**src/common/sms_pkg.sv**
```systemverilog
/*
 * Shared constants for the spread-spectrum modem setup block: register
 * offsets, field positions, reset values, operating-mode codes and the
 * bandwidth table.
 * Assumes a byte-wide SPI register port with a 7-bit address space.
 */
package sms_pkg;

	// Register offsets on the SPI port.
	localparam logic [6:0] ADDR_FIFO         = 7'h00;
	localparam logic [6:0] ADDR_OPMODE       = 7'h01;
	localparam logic [6:0] ADDR_FIFO_PTR     = 7'h0D;
	localparam logic [6:0] ADDR_TX_SETUP     = 7'h1D;
	localparam logic [6:0] ADDR_MODEM_SETUP2 = 7'h1E;
	localparam logic [6:0] ADDR_SYMTO_HI     = 7'h1F;
	localparam logic [6:0] ADDR_ACTIVE       = 7'h20;
	localparam logic [6:0] ADDR_SF6_TUNE     = 7'h31;
	localparam logic [6:0] ADDR_SF6_THR      = 7'h37;

	// Field positions.
	localparam int OPM_RANGE_BIT = 7;
	localparam int HDRLESS_BIT   = 2;
	localparam int SF_LSB        = 4;
	localparam int CR_LSB        = 1;
	localparam int BW_LSB        = 4;

	// Operating-mode codes in the low three bits of the mode register.
	localparam logic [2:0] MODE_SLEEP = 3'h0;
	localparam logic [2:0] MODE_STDBY = 3'h1;
	localparam logic [2:0] MODE_TX    = 3'h3;
	localparam logic [2:0] MODE_RX    = 3'h5;

	// Legal field ranges.
	localparam logic [3:0] SF_MIN = 4'h6;
	localparam logic [3:0] SF_MAX = 4'hC;
	localparam logic [2:0] CR_MIN = 3'h1;
	localparam logic [2:0] CR_MAX = 3'h4;
	localparam logic [3:0] BW_MAX = 4'h9;

	// Values after reset.
	localparam logic [3:0] SF_RST    = 4'h7;
	localparam logic [2:0] CR_RST    = 3'h1;
	localparam logic [3:0] BW_RST    = 4'h7;
	localparam logic [7:0] TUNE_RST  = 8'h00;
	localparam logic [7:0] THR_RST   = 8'h00;
	localparam logic [7:0] PTR_RST   = 8'h00;
	localparam logic [12:0] CHIPS_RST = 13'h0080;
	localparam logic [3:0]  OVH_RST   = 4'h5;
	localparam logic [18:0] RATE_RST  = 19'h0_03D0;

	// Total (double sideband) bandwidth in Hz for each bandwidth code.
	function automatic logic [18:0] sms_bw_hz(input logic [3:0] code);
		unique case (code)
			4'h0:    sms_bw_hz = 19'h0_1E78;
			4'h1:    sms_bw_hz = 19'h0_28A0;
			4'h2:    sms_bw_hz = 19'h0_3CF0;
			4'h3:    sms_bw_hz = 19'h0_5140;
			4'h4:    sms_bw_hz = 19'h0_79E0;
			4'h5:    sms_bw_hz = 19'h0_A2E4;
			4'h6:    sms_bw_hz = 19'h0_F424;
			4'h7:    sms_bw_hz = 19'h1_E848;
			4'h8:    sms_bw_hz = 19'h3_D090;
			default: sms_bw_hz = 19'h7_A120;
		endcase
	endfunction : sms_bw_hz

endpackage : sms_pkg

```
**src/design/sms_modem_setup.sv**
```systemverilog
/*
 * SPI register port and parameter decode for the spread-spectrum modem:
 * mode register with range select, spread exponent, code ratio, bandwidth,
 * headerless select, spreading-factor-6 tuning registers and the data FIFO.
 * Assumes SPI mode 0 with a clock at most one eighth of ref_clk.
 */
// Functional notes
// - modem select changes only while in Sleep
// - modem select swaps the register map
// - modem FIFO reached through the SPI port
// - spread exponent 6 to 12, 2^SF chips
// - code ratio 1..4 gives 4/5 to 4/8
// - receiver adopts header-carried code ratio
// - bandwidth is total channel, 7.8 to 500 kHz
// - symbol rate is bandwidth over 2^SF
// - headerless select bit in symbol timeout high
`timescale 1ns/1ns
module sms_modem_setup
	import sms_pkg::*;
#(
	parameter int FIFO_AW = 8
) (
	input  wire logic               ref_clk,
	input  wire logic               rst,
	input  wire logic               spiSck,
	input  wire logic               spiNss_n,
	input  wire logic               spiMosi,
	output logic                    spiMiso,
	output logic                    spiMisoOe,
	input  wire logic               hdrCrValid,
	input  wire logic [2:0]         hdrCr,
	input  wire logic [FIFO_AW-1:0] modemFifoAddr,
	input  wire logic               modemFifoWe,
	input  wire logic [7:0]         modemFifoWdata,
	output logic      [7:0]         modemFifoRdata,
	output logic                    longRangeSel,
	output logic      [2:0]         opMode,
	output logic      [3:0]         activeSpread,
	output logic      [2:0]         activeCodeRatio,
	output logic      [3:0]         activeBandwidth,
	output logic                    activeHeaderless,
	output logic      [12:0]        chipsPerSymbol,
	output logic      [3:0]         codeOverheadQuarters,
	output logic      [18:0]        symbolRateHz
);

	typedef struct packed {
		logic [2:0]  sckS, nssS, mosiS;
		logic        sckF, nssF, mosiF;
		logic [2:0]  bitCnt;
		logic        addrPhase;
		logic        isWrite;
		logic [6:0]  addr;
		logic [7:0]  rxSh, txSh;
		logic        longRange;
		logic [2:0]  mode;
		logic [3:0]  sf;
		logic [2:0]  cr;
		logic [3:0]  bw;
		logic        headerless;
		logic [7:0]  fifoPtr, tune31, thr37;
		logic [3:0]  actSf;
		logic [2:0]  actCr;
		logic [3:0]  actBw;
		logic        actHdrless;
		logic [12:0] chips;
		logic [3:0]  overhead;
		logic [18:0] symRate;
	} sms_state_type;

	sms_state_type st_r, st_nxt;
	logic                sckFNew, sckRise, sckFall, byteEnd;
	logic                wrEn, fifoAccess;
	logic [7:0]          rxByte, spiFifoRd, rdMux;
	logic [FIFO_AW-1:0]  spiFifoAddr;
	logic [6:0]          loadAddr;

	////////////////////////////////////////////////////////////////////////////
	// SPI edge detection on the filtered pins. Only stages 1 and 2 of each
	// chain are looked at; a level counts once both agree.
	assign sckFNew = (st_r.sckS[1] == st_r.sckS[2]) ? st_r.sckS[2] : st_r.sckF;
	assign sckRise = !st_r.nssF && !st_r.sckF && sckFNew;
	assign sckFall = !st_r.nssF && st_r.sckF && !sckFNew;
	assign byteEnd = sckRise && st_r.bitCnt == 3'h7;
	assign rxByte  = {st_r.rxSh[6:0], st_r.mosiF};
	assign wrEn    = byteEnd && !st_r.addrPhase && st_r.isWrite;
	assign fifoAccess = byteEnd && !st_r.addrPhase && st_r.longRange
		&& st_r.addr == ADDR_FIFO;
	// Writes land at the pointer; a read burst fetches one byte ahead.
	assign spiFifoAddr = (fifoAccess && !st_r.isWrite) ? FIFO_AW'(st_r.fifoPtr + 8'h01)
		: FIFO_AW'(st_r.fifoPtr);
	// The FIFO stays at one address in a burst; any other register steps on.
	assign loadAddr = st_r.addrPhase ? rxByte[6:0]
		: (st_r.addr == ADDR_FIFO ? st_r.addr : st_r.addr + 7'h01);

	sms_dual_buffer #(
		.AW (FIFO_AW),
		.DW (8)
	) u_buffer (
		.clk    (ref_clk),
		.aAddr  (spiFifoAddr),
		.aWe    (wrEn && fifoAccess),
		.aWdata (rxByte),
		.aRdata (spiFifoRd),
		.bAddr  (modemFifoAddr),
		.bWe    (modemFifoWe),
		.bWdata (modemFifoWdata),
		.bRdata (modemFifoRdata)
	);

	////////////////////////////////////////////////////////////////////////////
	// Read decode. Outside the spread-spectrum map only the mode register
	// answers; the other modem's registers live elsewhere and read zero here.
	always_comb begin
		rdMux = 8'h00;
		if (loadAddr == ADDR_OPMODE) begin
			rdMux = {st_r.longRange, 4'h0, st_r.mode};
		end else if (st_r.longRange) begin
			unique case (loadAddr)
				ADDR_FIFO:         rdMux = spiFifoRd;
				ADDR_FIFO_PTR:     rdMux = st_r.fifoPtr;
				ADDR_TX_SETUP:     rdMux = {st_r.bw, st_r.cr, 1'b0};
				ADDR_MODEM_SETUP2: rdMux = {st_r.sf, 4'h0};
				ADDR_SYMTO_HI:     rdMux = {5'h00, st_r.headerless, 2'h0};
				ADDR_ACTIVE:       rdMux = {st_r.actSf, st_r.actCr, st_r.actHdrless};
				ADDR_SF6_TUNE:     rdMux = st_r.tune31;
				ADDR_SF6_THR:      rdMux = st_r.thr37;
				default:           rdMux = 8'h00;
			endcase
		end
	end

	////////////////////////////////////////////////////////////////////////////
	// Next state.
	always_comb begin
		st_nxt = st_r;
		st_nxt.sckS  = {st_r.sckS[1:0], spiSck};
		st_nxt.nssS  = {st_r.nssS[1:0], spiNss_n};
		st_nxt.mosiS = {st_r.mosiS[1:0], spiMosi};
		st_nxt.sckF  = sckFNew;
		st_nxt.nssF  = (st_r.nssS[1] == st_r.nssS[2]) ? st_r.nssS[2] : st_r.nssF;
		st_nxt.mosiF = (st_r.mosiS[1] == st_r.mosiS[2]) ? st_r.mosiS[2] : st_r.mosiF;
		if (st_r.nssF) begin
			st_nxt.bitCnt    = 3'h0;
			st_nxt.addrPhase = 1'b1;
			st_nxt.txSh      = 8'h00;
		end else if (sckRise) begin
			st_nxt.bitCnt = st_r.bitCnt + 3'h1;
			st_nxt.rxSh   = rxByte;
		end else if (sckFall && st_r.bitCnt != 3'h0) begin
			st_nxt.txSh = {st_r.txSh[6:0], 1'b0};
		end
		if (byteEnd) begin
			st_nxt.addrPhase = 1'b0;
			st_nxt.addr      = loadAddr;
			if (st_r.addrPhase) begin
				st_nxt.isWrite = rxByte[7];
			end
			st_nxt.txSh = rdMux;
		end
		if (fifoAccess) begin
			st_nxt.fifoPtr = st_r.fifoPtr + 8'h01;
		end
		if (wrEn) begin
			if (st_r.addr == ADDR_OPMODE) begin
				st_nxt.mode = rxByte[2:0];
				if (st_r.mode == MODE_SLEEP) begin
					st_nxt.longRange = rxByte[OPM_RANGE_BIT];
				end
				// Parameters are sampled only on entry to a packet mode.
				if ((rxByte[2:0] == MODE_TX || rxByte[2:0] == MODE_RX)
					&& st_r.mode != rxByte[2:0]) begin
					st_nxt.actSf      = st_r.sf;
					st_nxt.actCr      = st_r.cr;
					st_nxt.actBw      = st_r.bw;
					st_nxt.actHdrless = st_r.headerless;
				end
			end else if (st_r.longRange) begin
				unique case (st_r.addr)
					ADDR_FIFO_PTR: st_nxt.fifoPtr = rxByte;
					ADDR_TX_SETUP: begin
						if (rxByte[7:BW_LSB] <= BW_MAX) begin
							st_nxt.bw = rxByte[7:BW_LSB];
						end
						if (rxByte[3:CR_LSB] >= CR_MIN && rxByte[3:CR_LSB] <= CR_MAX) begin
							st_nxt.cr = rxByte[3:CR_LSB];
						end
					end
					ADDR_MODEM_SETUP2: begin
						// Codes outside the legal span are dropped, not clamped.
						if (rxByte[7:SF_LSB] >= SF_MIN && rxByte[7:SF_LSB] <= SF_MAX) begin
							st_nxt.sf = rxByte[7:SF_LSB];
						end
					end
					ADDR_SYMTO_HI: st_nxt.headerless = rxByte[HDRLESS_BIT];
					ADDR_SF6_TUNE: st_nxt.tune31 = rxByte;
					ADDR_SF6_THR:  st_nxt.thr37 = rxByte;
					default: ;
				endcase
			end
		end
		if (hdrCrValid && !st_r.actHdrless && hdrCr >= CR_MIN && hdrCr <= CR_MAX) begin
			st_nxt.actCr = hdrCr;
		end
		st_nxt.chips    = 13'h0001 << st_nxt.actSf;
		st_nxt.overhead = 4'({1'b0, st_nxt.actCr} + 4'h4);
		st_nxt.symRate  = sms_bw_hz(st_nxt.actBw) >> st_nxt.actSf;
	end

	always_ff @(posedge ref_clk or posedge rst) begin
		if (rst) begin
			st_r            <= '0;
			st_r.nssS       <= 3'h7;
			st_r.nssF       <= 1'b1;
			st_r.addrPhase  <= 1'b1;
			st_r.mode       <= MODE_SLEEP;
			st_r.sf         <= SF_RST;
			st_r.cr         <= CR_RST;
			st_r.bw         <= BW_RST;
			st_r.fifoPtr    <= PTR_RST;
			st_r.tune31     <= TUNE_RST;
			st_r.thr37      <= THR_RST;
			st_r.actSf      <= SF_RST;
			st_r.actCr      <= CR_RST;
			st_r.actBw      <= BW_RST;
			st_r.chips      <= CHIPS_RST;
			st_r.overhead   <= OVH_RST;
			st_r.symRate    <= RATE_RST;
		end else begin
			st_r <= st_nxt;
		end
	end

	assign spiMiso              = st_r.txSh[7];
	assign spiMisoOe            = !st_r.nssF;
	assign longRangeSel         = st_r.longRange;
	assign opMode               = st_r.mode;
	assign activeSpread         = st_r.actSf;
	assign activeCodeRatio      = st_r.actCr;
	assign activeBandwidth      = st_r.actBw;
	assign activeHeaderless     = st_r.actHdrless;
	assign chipsPerSymbol       = st_r.chips;
	assign codeOverheadQuarters = st_r.overhead;
	assign symbolRateHz         = st_r.symRate;
endmodule : sms_modem_setup

```
**src/design/sms_dual_buffer.sv**
```systemverilog
/*
 * Dual-port byte buffer shared by the SPI port (port A, read without
 * latency) and the modem datapath (port B, registered read).
 * Assumes both ports run on the one block clock.
 */
`timescale 1ns/1ns
module sms_dual_buffer #(
	parameter int AW = 8,
	parameter int DW = 8
) (
	input  wire logic          clk,
	input  wire logic [AW-1:0] aAddr,
	input  wire logic          aWe,
	input  wire logic [DW-1:0] aWdata,
	output logic      [DW-1:0] aRdata,
	input  wire logic [AW-1:0] bAddr,
	input  wire logic          bWe,
	input  wire logic [DW-1:0] bWdata,
	output logic      [DW-1:0] bRdata
);

	logic [DW-1:0] mem [2**AW];

	assign aRdata = mem[aAddr];

	// On a write collision to one address the SPI side wins, so the host
	// always sees what it last wrote.
	always_ff @(posedge clk) begin
		if (bWe && !(aWe && aAddr == bAddr)) begin
			mem[bAddr] <= bWdata;
		end
		if (aWe) begin
			mem[aAddr] <= aWdata;
		end
		bRdata <= mem[bAddr];
	end

endmodule : sms_dual_buffer

```
**config.mk**
```make
export PLATFORM = sky130hd
export DESIGN_NAME = sms_modem_setup
export DESIGN_NICKNAME = d
export VERILOG_FILES = /design/src/common/sms_pkg.sv /design/src/design/sms_modem_setup.sv /design/src/design/sms_dual_buffer.sv
export SDC_FILE = /design/constraint.sdc
export NUM_CORES = 2
export LEC_CHECK = 0
export BUFFER_PORTS_ARGS = -buffer_cell sky130_fd_sc_hd__buf_2
export CAP_MARGIN = 10
export CORE_MARGIN = 5
export CORE_UTILIZATION = 58
export CTS_BUF_LIST = sky130_fd_sc_hd__clkbuf_16
export DETAILED_ROUTE_END_ITERATION = 6
export GPL_ROUTABILITY_DRIVEN = 0
export GPL_TIMING_DRIVEN = 0
export PLACE_DENSITY = 0.79
export REMOVE_ABC_BUFFERS = 1
export SLEW_MARGIN = 30
export SYNTH_ARGS = -nofsm -noshare
export SYNTH_HDL_FRONTEND = slang
export SYNTH_HIERARCHICAL = 1
export SYNTH_SLANG_ARGS = --single-unit
export TNS_END_PERCENT = 100
```
**constraint.sdc**
```tcl
create_clock -name ref_clk -period 4.5 [get_ports ref_clk]
set_input_delay 1.35 -clock ref_clk [delete_from_list [all_inputs] [get_ports ref_clk]]
set_output_delay 1.35 -clock ref_clk [all_outputs]
set_load 0.005 [all_outputs]
```
* Word-level counts from Yosys, hierarchy flattened
Memories as Yosys holds them, arrays and structs flattened. A register that Yosys moved wholly into a read port is not among the register bits.
Index checks and enable logic that the tools add are counted.
** Word-level totals
- Bits in read-only memories :: 272
- Output and inout port bits :: 62
- Memories :: 2
- RAM bits :: 2048
- Flip-flop bits (word level) :: 127
- Input port bits :: 26
** Memories
- u_buffer.mem :: depth 256, width 8, rd ports 2, clocked after Yosys merged registers in 1, wr ports 2, line sms_dual_buffer.sv:22 : logic [DW-1:0] mem [2**AW];
- (name not given) :: depth 16, width 17, rd ports 1, clocked after Yosys merged registers in 0, wr ports 0, line sms_pkg.sv:53 : unique case (code)
** Operators by class
- Reduce and logical (&&, ||, !) cells :: 47
- Order comparisons :: 7
- $add $sub $neg :: 4
- Equal/unequal tests :: 24
- Bitwise operators :: 2
- Multiplexer cells :: 30
- Shift-type cells :: 2
** Operator list (count)
- $mux W8 :: 11
- $pmux W8 S8 :: 1
- $mux W24 :: 2
- $eq A7 B5 Y1 const B :: 6
- $mux W36 :: 1
- $eq A7 B6 Y1 const B :: 5
- $mux W12 :: 2
- $logic_and A1 B1 Y1 :: 20
- $shr A19 B4 Y19 :: 1
- $reduce_and A5 Y1 :: 3
- $eq A7 B1 Y1 const B :: 2
- $eq A7 B4 Y1 const B :: 2
- $logic_not A7 Y1 :: 2
- $mux W7 :: 2
- $shl A1 B4 Y13 const A :: 1
- $reduce_and A4 Y1 :: 3
- $mux W3 :: 3
- $mux W9 :: 1
- $add A8 B1 Y8 const B :: 1
- $eq A8 B8 Y1 :: 1
- $le A4 B4 Y1 const B :: 2
- $reduce_and A2 Y1 :: 4
- $add A7 B1 Y7 const B :: 1
- $logic_not A1 Y1 :: 7
- 17 further kinds :: 32

* Logic depth before layout (Yosys ltp)
- Word-level depth :: 15
- Mapped depth :: 20
- Mapped depth without buffers :: 17

* Cells and area by module
Netlist, hierarchy kept.
** Modules (own cells, without submodules)
- sms_dual_buffer :: times used 1, cells an instance 7578, seq. area each 61659.1 sq um, area each 121315.1 sq um
- sms_modem_setup :: times used 1, cells an instance 822, seq. area each 3135.5 sq um, area each 7836.3 sq um

* Least setup slack after synthesis
No wires, ideal clock.
- Path kind :: register -> register
- Start point :: reg st_r[114] in the netlist's numbering
- End point :: reg st_r[91] in the netlist's numbering
- Library setup time :: 0.148 ns
- Arrival time :: 4.603 ns
- Cell stages (with the launch flop) :: 20
- Setup slack :: -0.251 ns
- Period minus slack after synthesis :: 4.751 ns
- Cells stage by stage :: dfrtp_1 > ha_1 > ha_1 > nand4b_1 > nor2_1 > nand2_1 > nor4_2 > mux2_2 > buf_2 > clkbuf_1 > clkbuf_1 > mux4_2 > a22oi_1 > a21oi_1 > o41ai_1 > nand4_1 > mux2_2 > a221o_1 > a21oi_1 > o221ai_1
** On the way
- Cells in the longest elaborated chain, start to end :: 12
** RTL lines
- start, declared :: line sms_modem_setup.sv:71 : sms_state_type st_r, st_nxt;
- start signal, assigned :: line sms_modem_setup.sv:230 : st_r <= st_nxt;
- $eq A3 B3 Y1 :: line sms_modem_setup.sv:84 : assign byteEnd = sckRise && st_r.bitCnt == 3'h7;
- $logic_and A1 B1 Y1 :: line sms_modem_setup.sv:84
- $logic_and A1 B1 Y1 (2 in series) :: line sms_modem_setup.sv:87 : assign fifoAccess = byteEnd && !st_r.addrPhase && st_r.longRange
- $logic_and A1 B1 Y1 :: line sms_modem_setup.sv:88 : && st_r.addr == ADDR_FIFO;
- $logic_and A1 B1 Y1 :: line sms_modem_setup.sv:90 : assign spiFifoAddr = (fifoAccess && !st_r.isWrite) ? FIFO_AW'(st_r.fifoPtr + 8'h01)
- $mux W8 :: line sms_modem_setup.sv:90
- net spiFifoAddr[1] :: line sms_modem_setup.sv:75 : logic [FIFO_AW-1:0] spiFifoAddr;
- $mem_v2 Z256 W8
- net spiFifoRd[3] :: line sms_modem_setup.sv:74 : logic [7:0] rxByte, spiFifoRd, rdMux;
- $pmux W8 S8 :: line sms_modem_setup.sv:119 : unique case (loadAddr)
- $mux W8 :: line sms_modem_setup.sv:118 : end else if (st_r.longRange) begin
- $mux W8 :: line sms_modem_setup.sv:116 : if (loadAddr == ADDR_OPMODE) begin
- $mux W8 :: line sms_modem_setup.sv:153 : if (byteEnd) begin
The timed path passes the listed nets, and every way through them passes these cells.
A chain may end at the register's enable or synchronous reset.

* Worst setup path in the final report
Same ends and word-level chain as after synthesis.

==> flow_summary.toml <==
[critical_path]
required_ns = 5.24
r2r_slack_ns = -1.94
crit_type = "reg2reg"
crit_arrival_ns = 7.19
critPathLaunch = "st_r[114]$_DFFE_PP0P_"
rr_startpoint = "st_r[114]$_DFFE_PP0P_"
rr_worst_depth = 27
reg2reg_to = "st_r[91]$_DFFE_PP0P_"
slowest_delay_ns = 0.85
crit_path_end = "st_r[91]$_DFFE_PP0P_"
crit_fanout = 7
worst_path_max_delay_cell = "o41ai_4"
start_kind = "flop"
setup.worst_path.end_class = "flop"
crit_top_cell = "buf_16"

[clock_network]
clkSlewWorstSetupHoldPaths_ns = 0.06
ctsLongestPathBuffers = 3
cts_hold_buf = 0
cts_buffers = 221
clk_latency_ns = 0.92
root_buffer = "clkbuf_16"
h-tree-depth = 4
cts_tree = "built"
clock-sinks = 2180

[logic_synthesis]
synth_top_cell_by_area = "edfxtp_1"
syn_inst = 8400
synth-edff-count = 2048
avgSynthCellArea_um2 = 15.38
ys_seq_area_share_pct = 50.17
synth_ff_type = "edfxtp_1"
synth_top_area_share_pct = 47.62
yosysWarnings = 6
yosysUniqueCellTypes = 97
async_reset_ff_share_pct = 5.688
synth_area_mm2 = 0.1292
synth_seq_cells = 2180
yosys-top-cells-area = "edfxtp_1 48%, mux2_2 18%, mux4_2 18%, a22oi_1 3.0%, clkbuf_1 2.2%"

[pwr]
combPwrFrac_pct = 13.3
ir_worst_vdd_uv = 490.0
p_int_mw = 35.00
swShare_pct = 26.78
leakage_nw = 46.54
power.density_mw_per_mm2 = 325.0
seq_power_share_pct = 47.4
pwr-share-clk_pct = 39.4
p_sw_mw = 12.80

[floorplanning]
start_util_pct = 58.21
die_area_mm2 = 0.2322
die-width_um = 481.9
die-height_um = 481.9
pin_count = 88
coreArea_mm2 = 0.2219
num_rows = 173

[timing]
finalHoldViolCount = 0
maxSlewHeadroom_pct = 24.02
timing.hold.ws_ns = 0.3559
period_needed_ns = 6.443
worst_pin_slew_ns = 1.125
post-route-period-util_pct = 143.2
slew_viol_final = 0
setup_tns_ns = -2352.52
layout_setup_ws_ns = -1.943
fmax_mhz = 155.2
clock_skew_ns = 0.04783
setup_viol = 3993
rsz0062_at_grt = "true"

[final_layout]
fill_cells = 14060
regArea_mm2 = 0.06483
final_nets = 8188
synthToLayoutAreaGrowth_pct = 13.87
multi_input_area_mm2 = 0.06254
drive_gt1_share_pct = 54.98

[job]
max_cap_violations = 0

[routing]
wl_um = 449800
drc = 40
vias = 90746
vias_per_cell = 8.001
drtIter0Drc = 16737
wl_per_cell_um = 39.65
dr.pass1.iters = 7
ant_nets = 0

[placement]
dpl.hpwl_um = 282300
portBuffers = 87

[run_status]
failed_checks = "design-rule violations, negative setup slack"
status = "finished, violations left"

[hold_path]
hold_class = "reg2reg"

[global_route]
antenna_found_initial = 28
grt_pass1_vias = 87822
grt_max_degree = 101
grt_use_total_pct = 37.74
grt_pass1_wl_um = 636500
overflow = 0
[cell usage after synthesis, drive strengths merged (9+ instances only)]
cell type	number
mux2	2092
edfxtp	2048
mux4	1024
clkbuf	751
a22oi	524
a21oi	300
buf	292
nor2	242
nand2	233
o22ai	173
o21ai	144
dfrtp	98
o41ai	66
mux2i	32
nand3	29
dfstp	26
inv	26
nand4	25
nor3	24
nor2b	19
xor2	16
xnor2	15
and2	13
ha	13
a211oi	12
nand2b	12
o31ai	12
nor4	10
o211ai	9
[cell usage in the layout, fill, tap and decap left out, types with 47 or more instances in the layout]
master,count
mux2_2,2068
edfxtp_1,2048
mux4_2,1024
a22oi_1,469
a21oi_1,267
clkbuf_16,227
buf_4,172
nand2_1,156
buf_16,151
nor2_2,130
o22ai_1,103
nor2_1,93
buf_2,93
o21ai_1,89
dfrtp_1,88
buf_12,85
inv_1,59
a22oi_2,55
nand2_2,47
[metrics by stage]
step	util, %	setup slack, ns	power [mW]	instances	instance area (µm²)
after floorplan	-	-59.92	25.50	7357	124600
after global routing	66.25	-1.896	48.76	11317	147000
after CTS	65.52	-1.582	47.37	11225	145400
after global placement	58.02	-161.97	28.16	10419	128700
final	66.28	-1.943	47.80	11342	147100
after detailed placement	61.22	-3.879	28.91	10717	135800
[final cells by class]
type                            instances  share of cell area [%]
Timing Repair Buffer                  567                   5.799
Antenna cell                           35                 0.05956
Inverter                               26                 0.07147
Clock inverter                        181                   1.098
Clock buffer                          225                   3.829
Sequential cell                      2180                   44.08
Multi-Input combinational cell       5153                   42.53
Tap cell                             2975                   2.531
[how the worst min path moves through the flow]
stage	start	to	slack [ns]	cells after the start
floorplan	st_nxt[120]$_DFF_PP0_	st_nxt[121]$_DFF_PP0_	0.33	0
global placement	st_nxt[120]$_DFF_PP0_	st_nxt[121]$_DFF_PP0_	0.34	0
detailed placement	st_nxt[126]$_DFF_PP0_	st_nxt[127]$_DFF_PP0_	0.35	0
CTS	st_nxt[123]$_DFF_PP1_	st_nxt[124]$_DFF_PP1_	0.36	0
global route	st_nxt[123]$_DFF_PP1_	st_nxt[124]$_DFF_PP1_	0.36	0
finish	st_nxt[123]$_DFF_PP1_	st_nxt[124]$_DFF_PP1_	0.36	0
[flip-flops by register name (all words and copies together), names as in the netlist]
name	flops
symbolRateHz	19
u_buffer/bRdata	8
activeHeaderless	1
st_nxt	6
activeSpread	4
rxByte	8
st_r	60
activeCodeRatio	1
opMode	3
activeBandwidth	4
chipsPerSymbol	13
u_buffer/mem	2048
codeOverheadQuarters	3
longRangeSel	1
spiMiso	1
[cells by family after synthesis]
kind of cell             synth area share, %
AO/OA/AOI/OAI                          6.707
buffers and inverters                  3.620
XOR/XNOR                              0.2102
flip-flops                             50.17
multiplexers                           36.36
AND/OR/NAND/NOR                        2.783
adder cells (fa/ha/maj)               0.1492
[routing by layer]
layer / vias to the layer above / part of all wire [%] / global-route usage (%)
met5: - / 0.055 / 1.263
met4: 10 / 8.7 / 24.28
met3: 2271 / 16 / 14.90
met2: 8931 / 43 / 54.91
li1: 34061 / - / -
met1: 45473 / 31 / 47.15
[power by group through the flow]
stage | clock [mW] | combinational [mW] | sequential (mW)
2_1_floorplan | 0 | 1.92 | 23.6
3_3_place_gp | 0 | 3.95 | 24.2
3_5_place_dp | 0 | 5.87 | 23.0
4_1_cts | 18.8 | 5.94 | 22.6
5_1_grt | 19.7 | 6.40 | 22.6
6_report | 18.8 | 6.35 | 22.6
[timing repair]
item / in CTS / in global routing
setup endpoints to repair: 4128 / 4104
gates resized for setup: 234 / 97
pin swaps: 83 / 42
hold endpoints to repair: 0 / 0
cloned: 6 / 2
buffers inserted: 96 / 72
[critical path: cells and delay by family, from the launching register on]
family | cells | cell delay [ns]
AO/OA/AOI/OAI | 6 | 1.82
buffers and inverters | 11 | 1.38
AND/OR/NAND/NOR | 5 | 1.15
multiplexers | 2 | 1.03
flip-flops | 1 | 0.36
adder cells (fa/ha/maj) | 2 | 0.33
XOR/XNOR | 1 | 0.21
No activity file was read; power rests on OpenSTA's default activity.
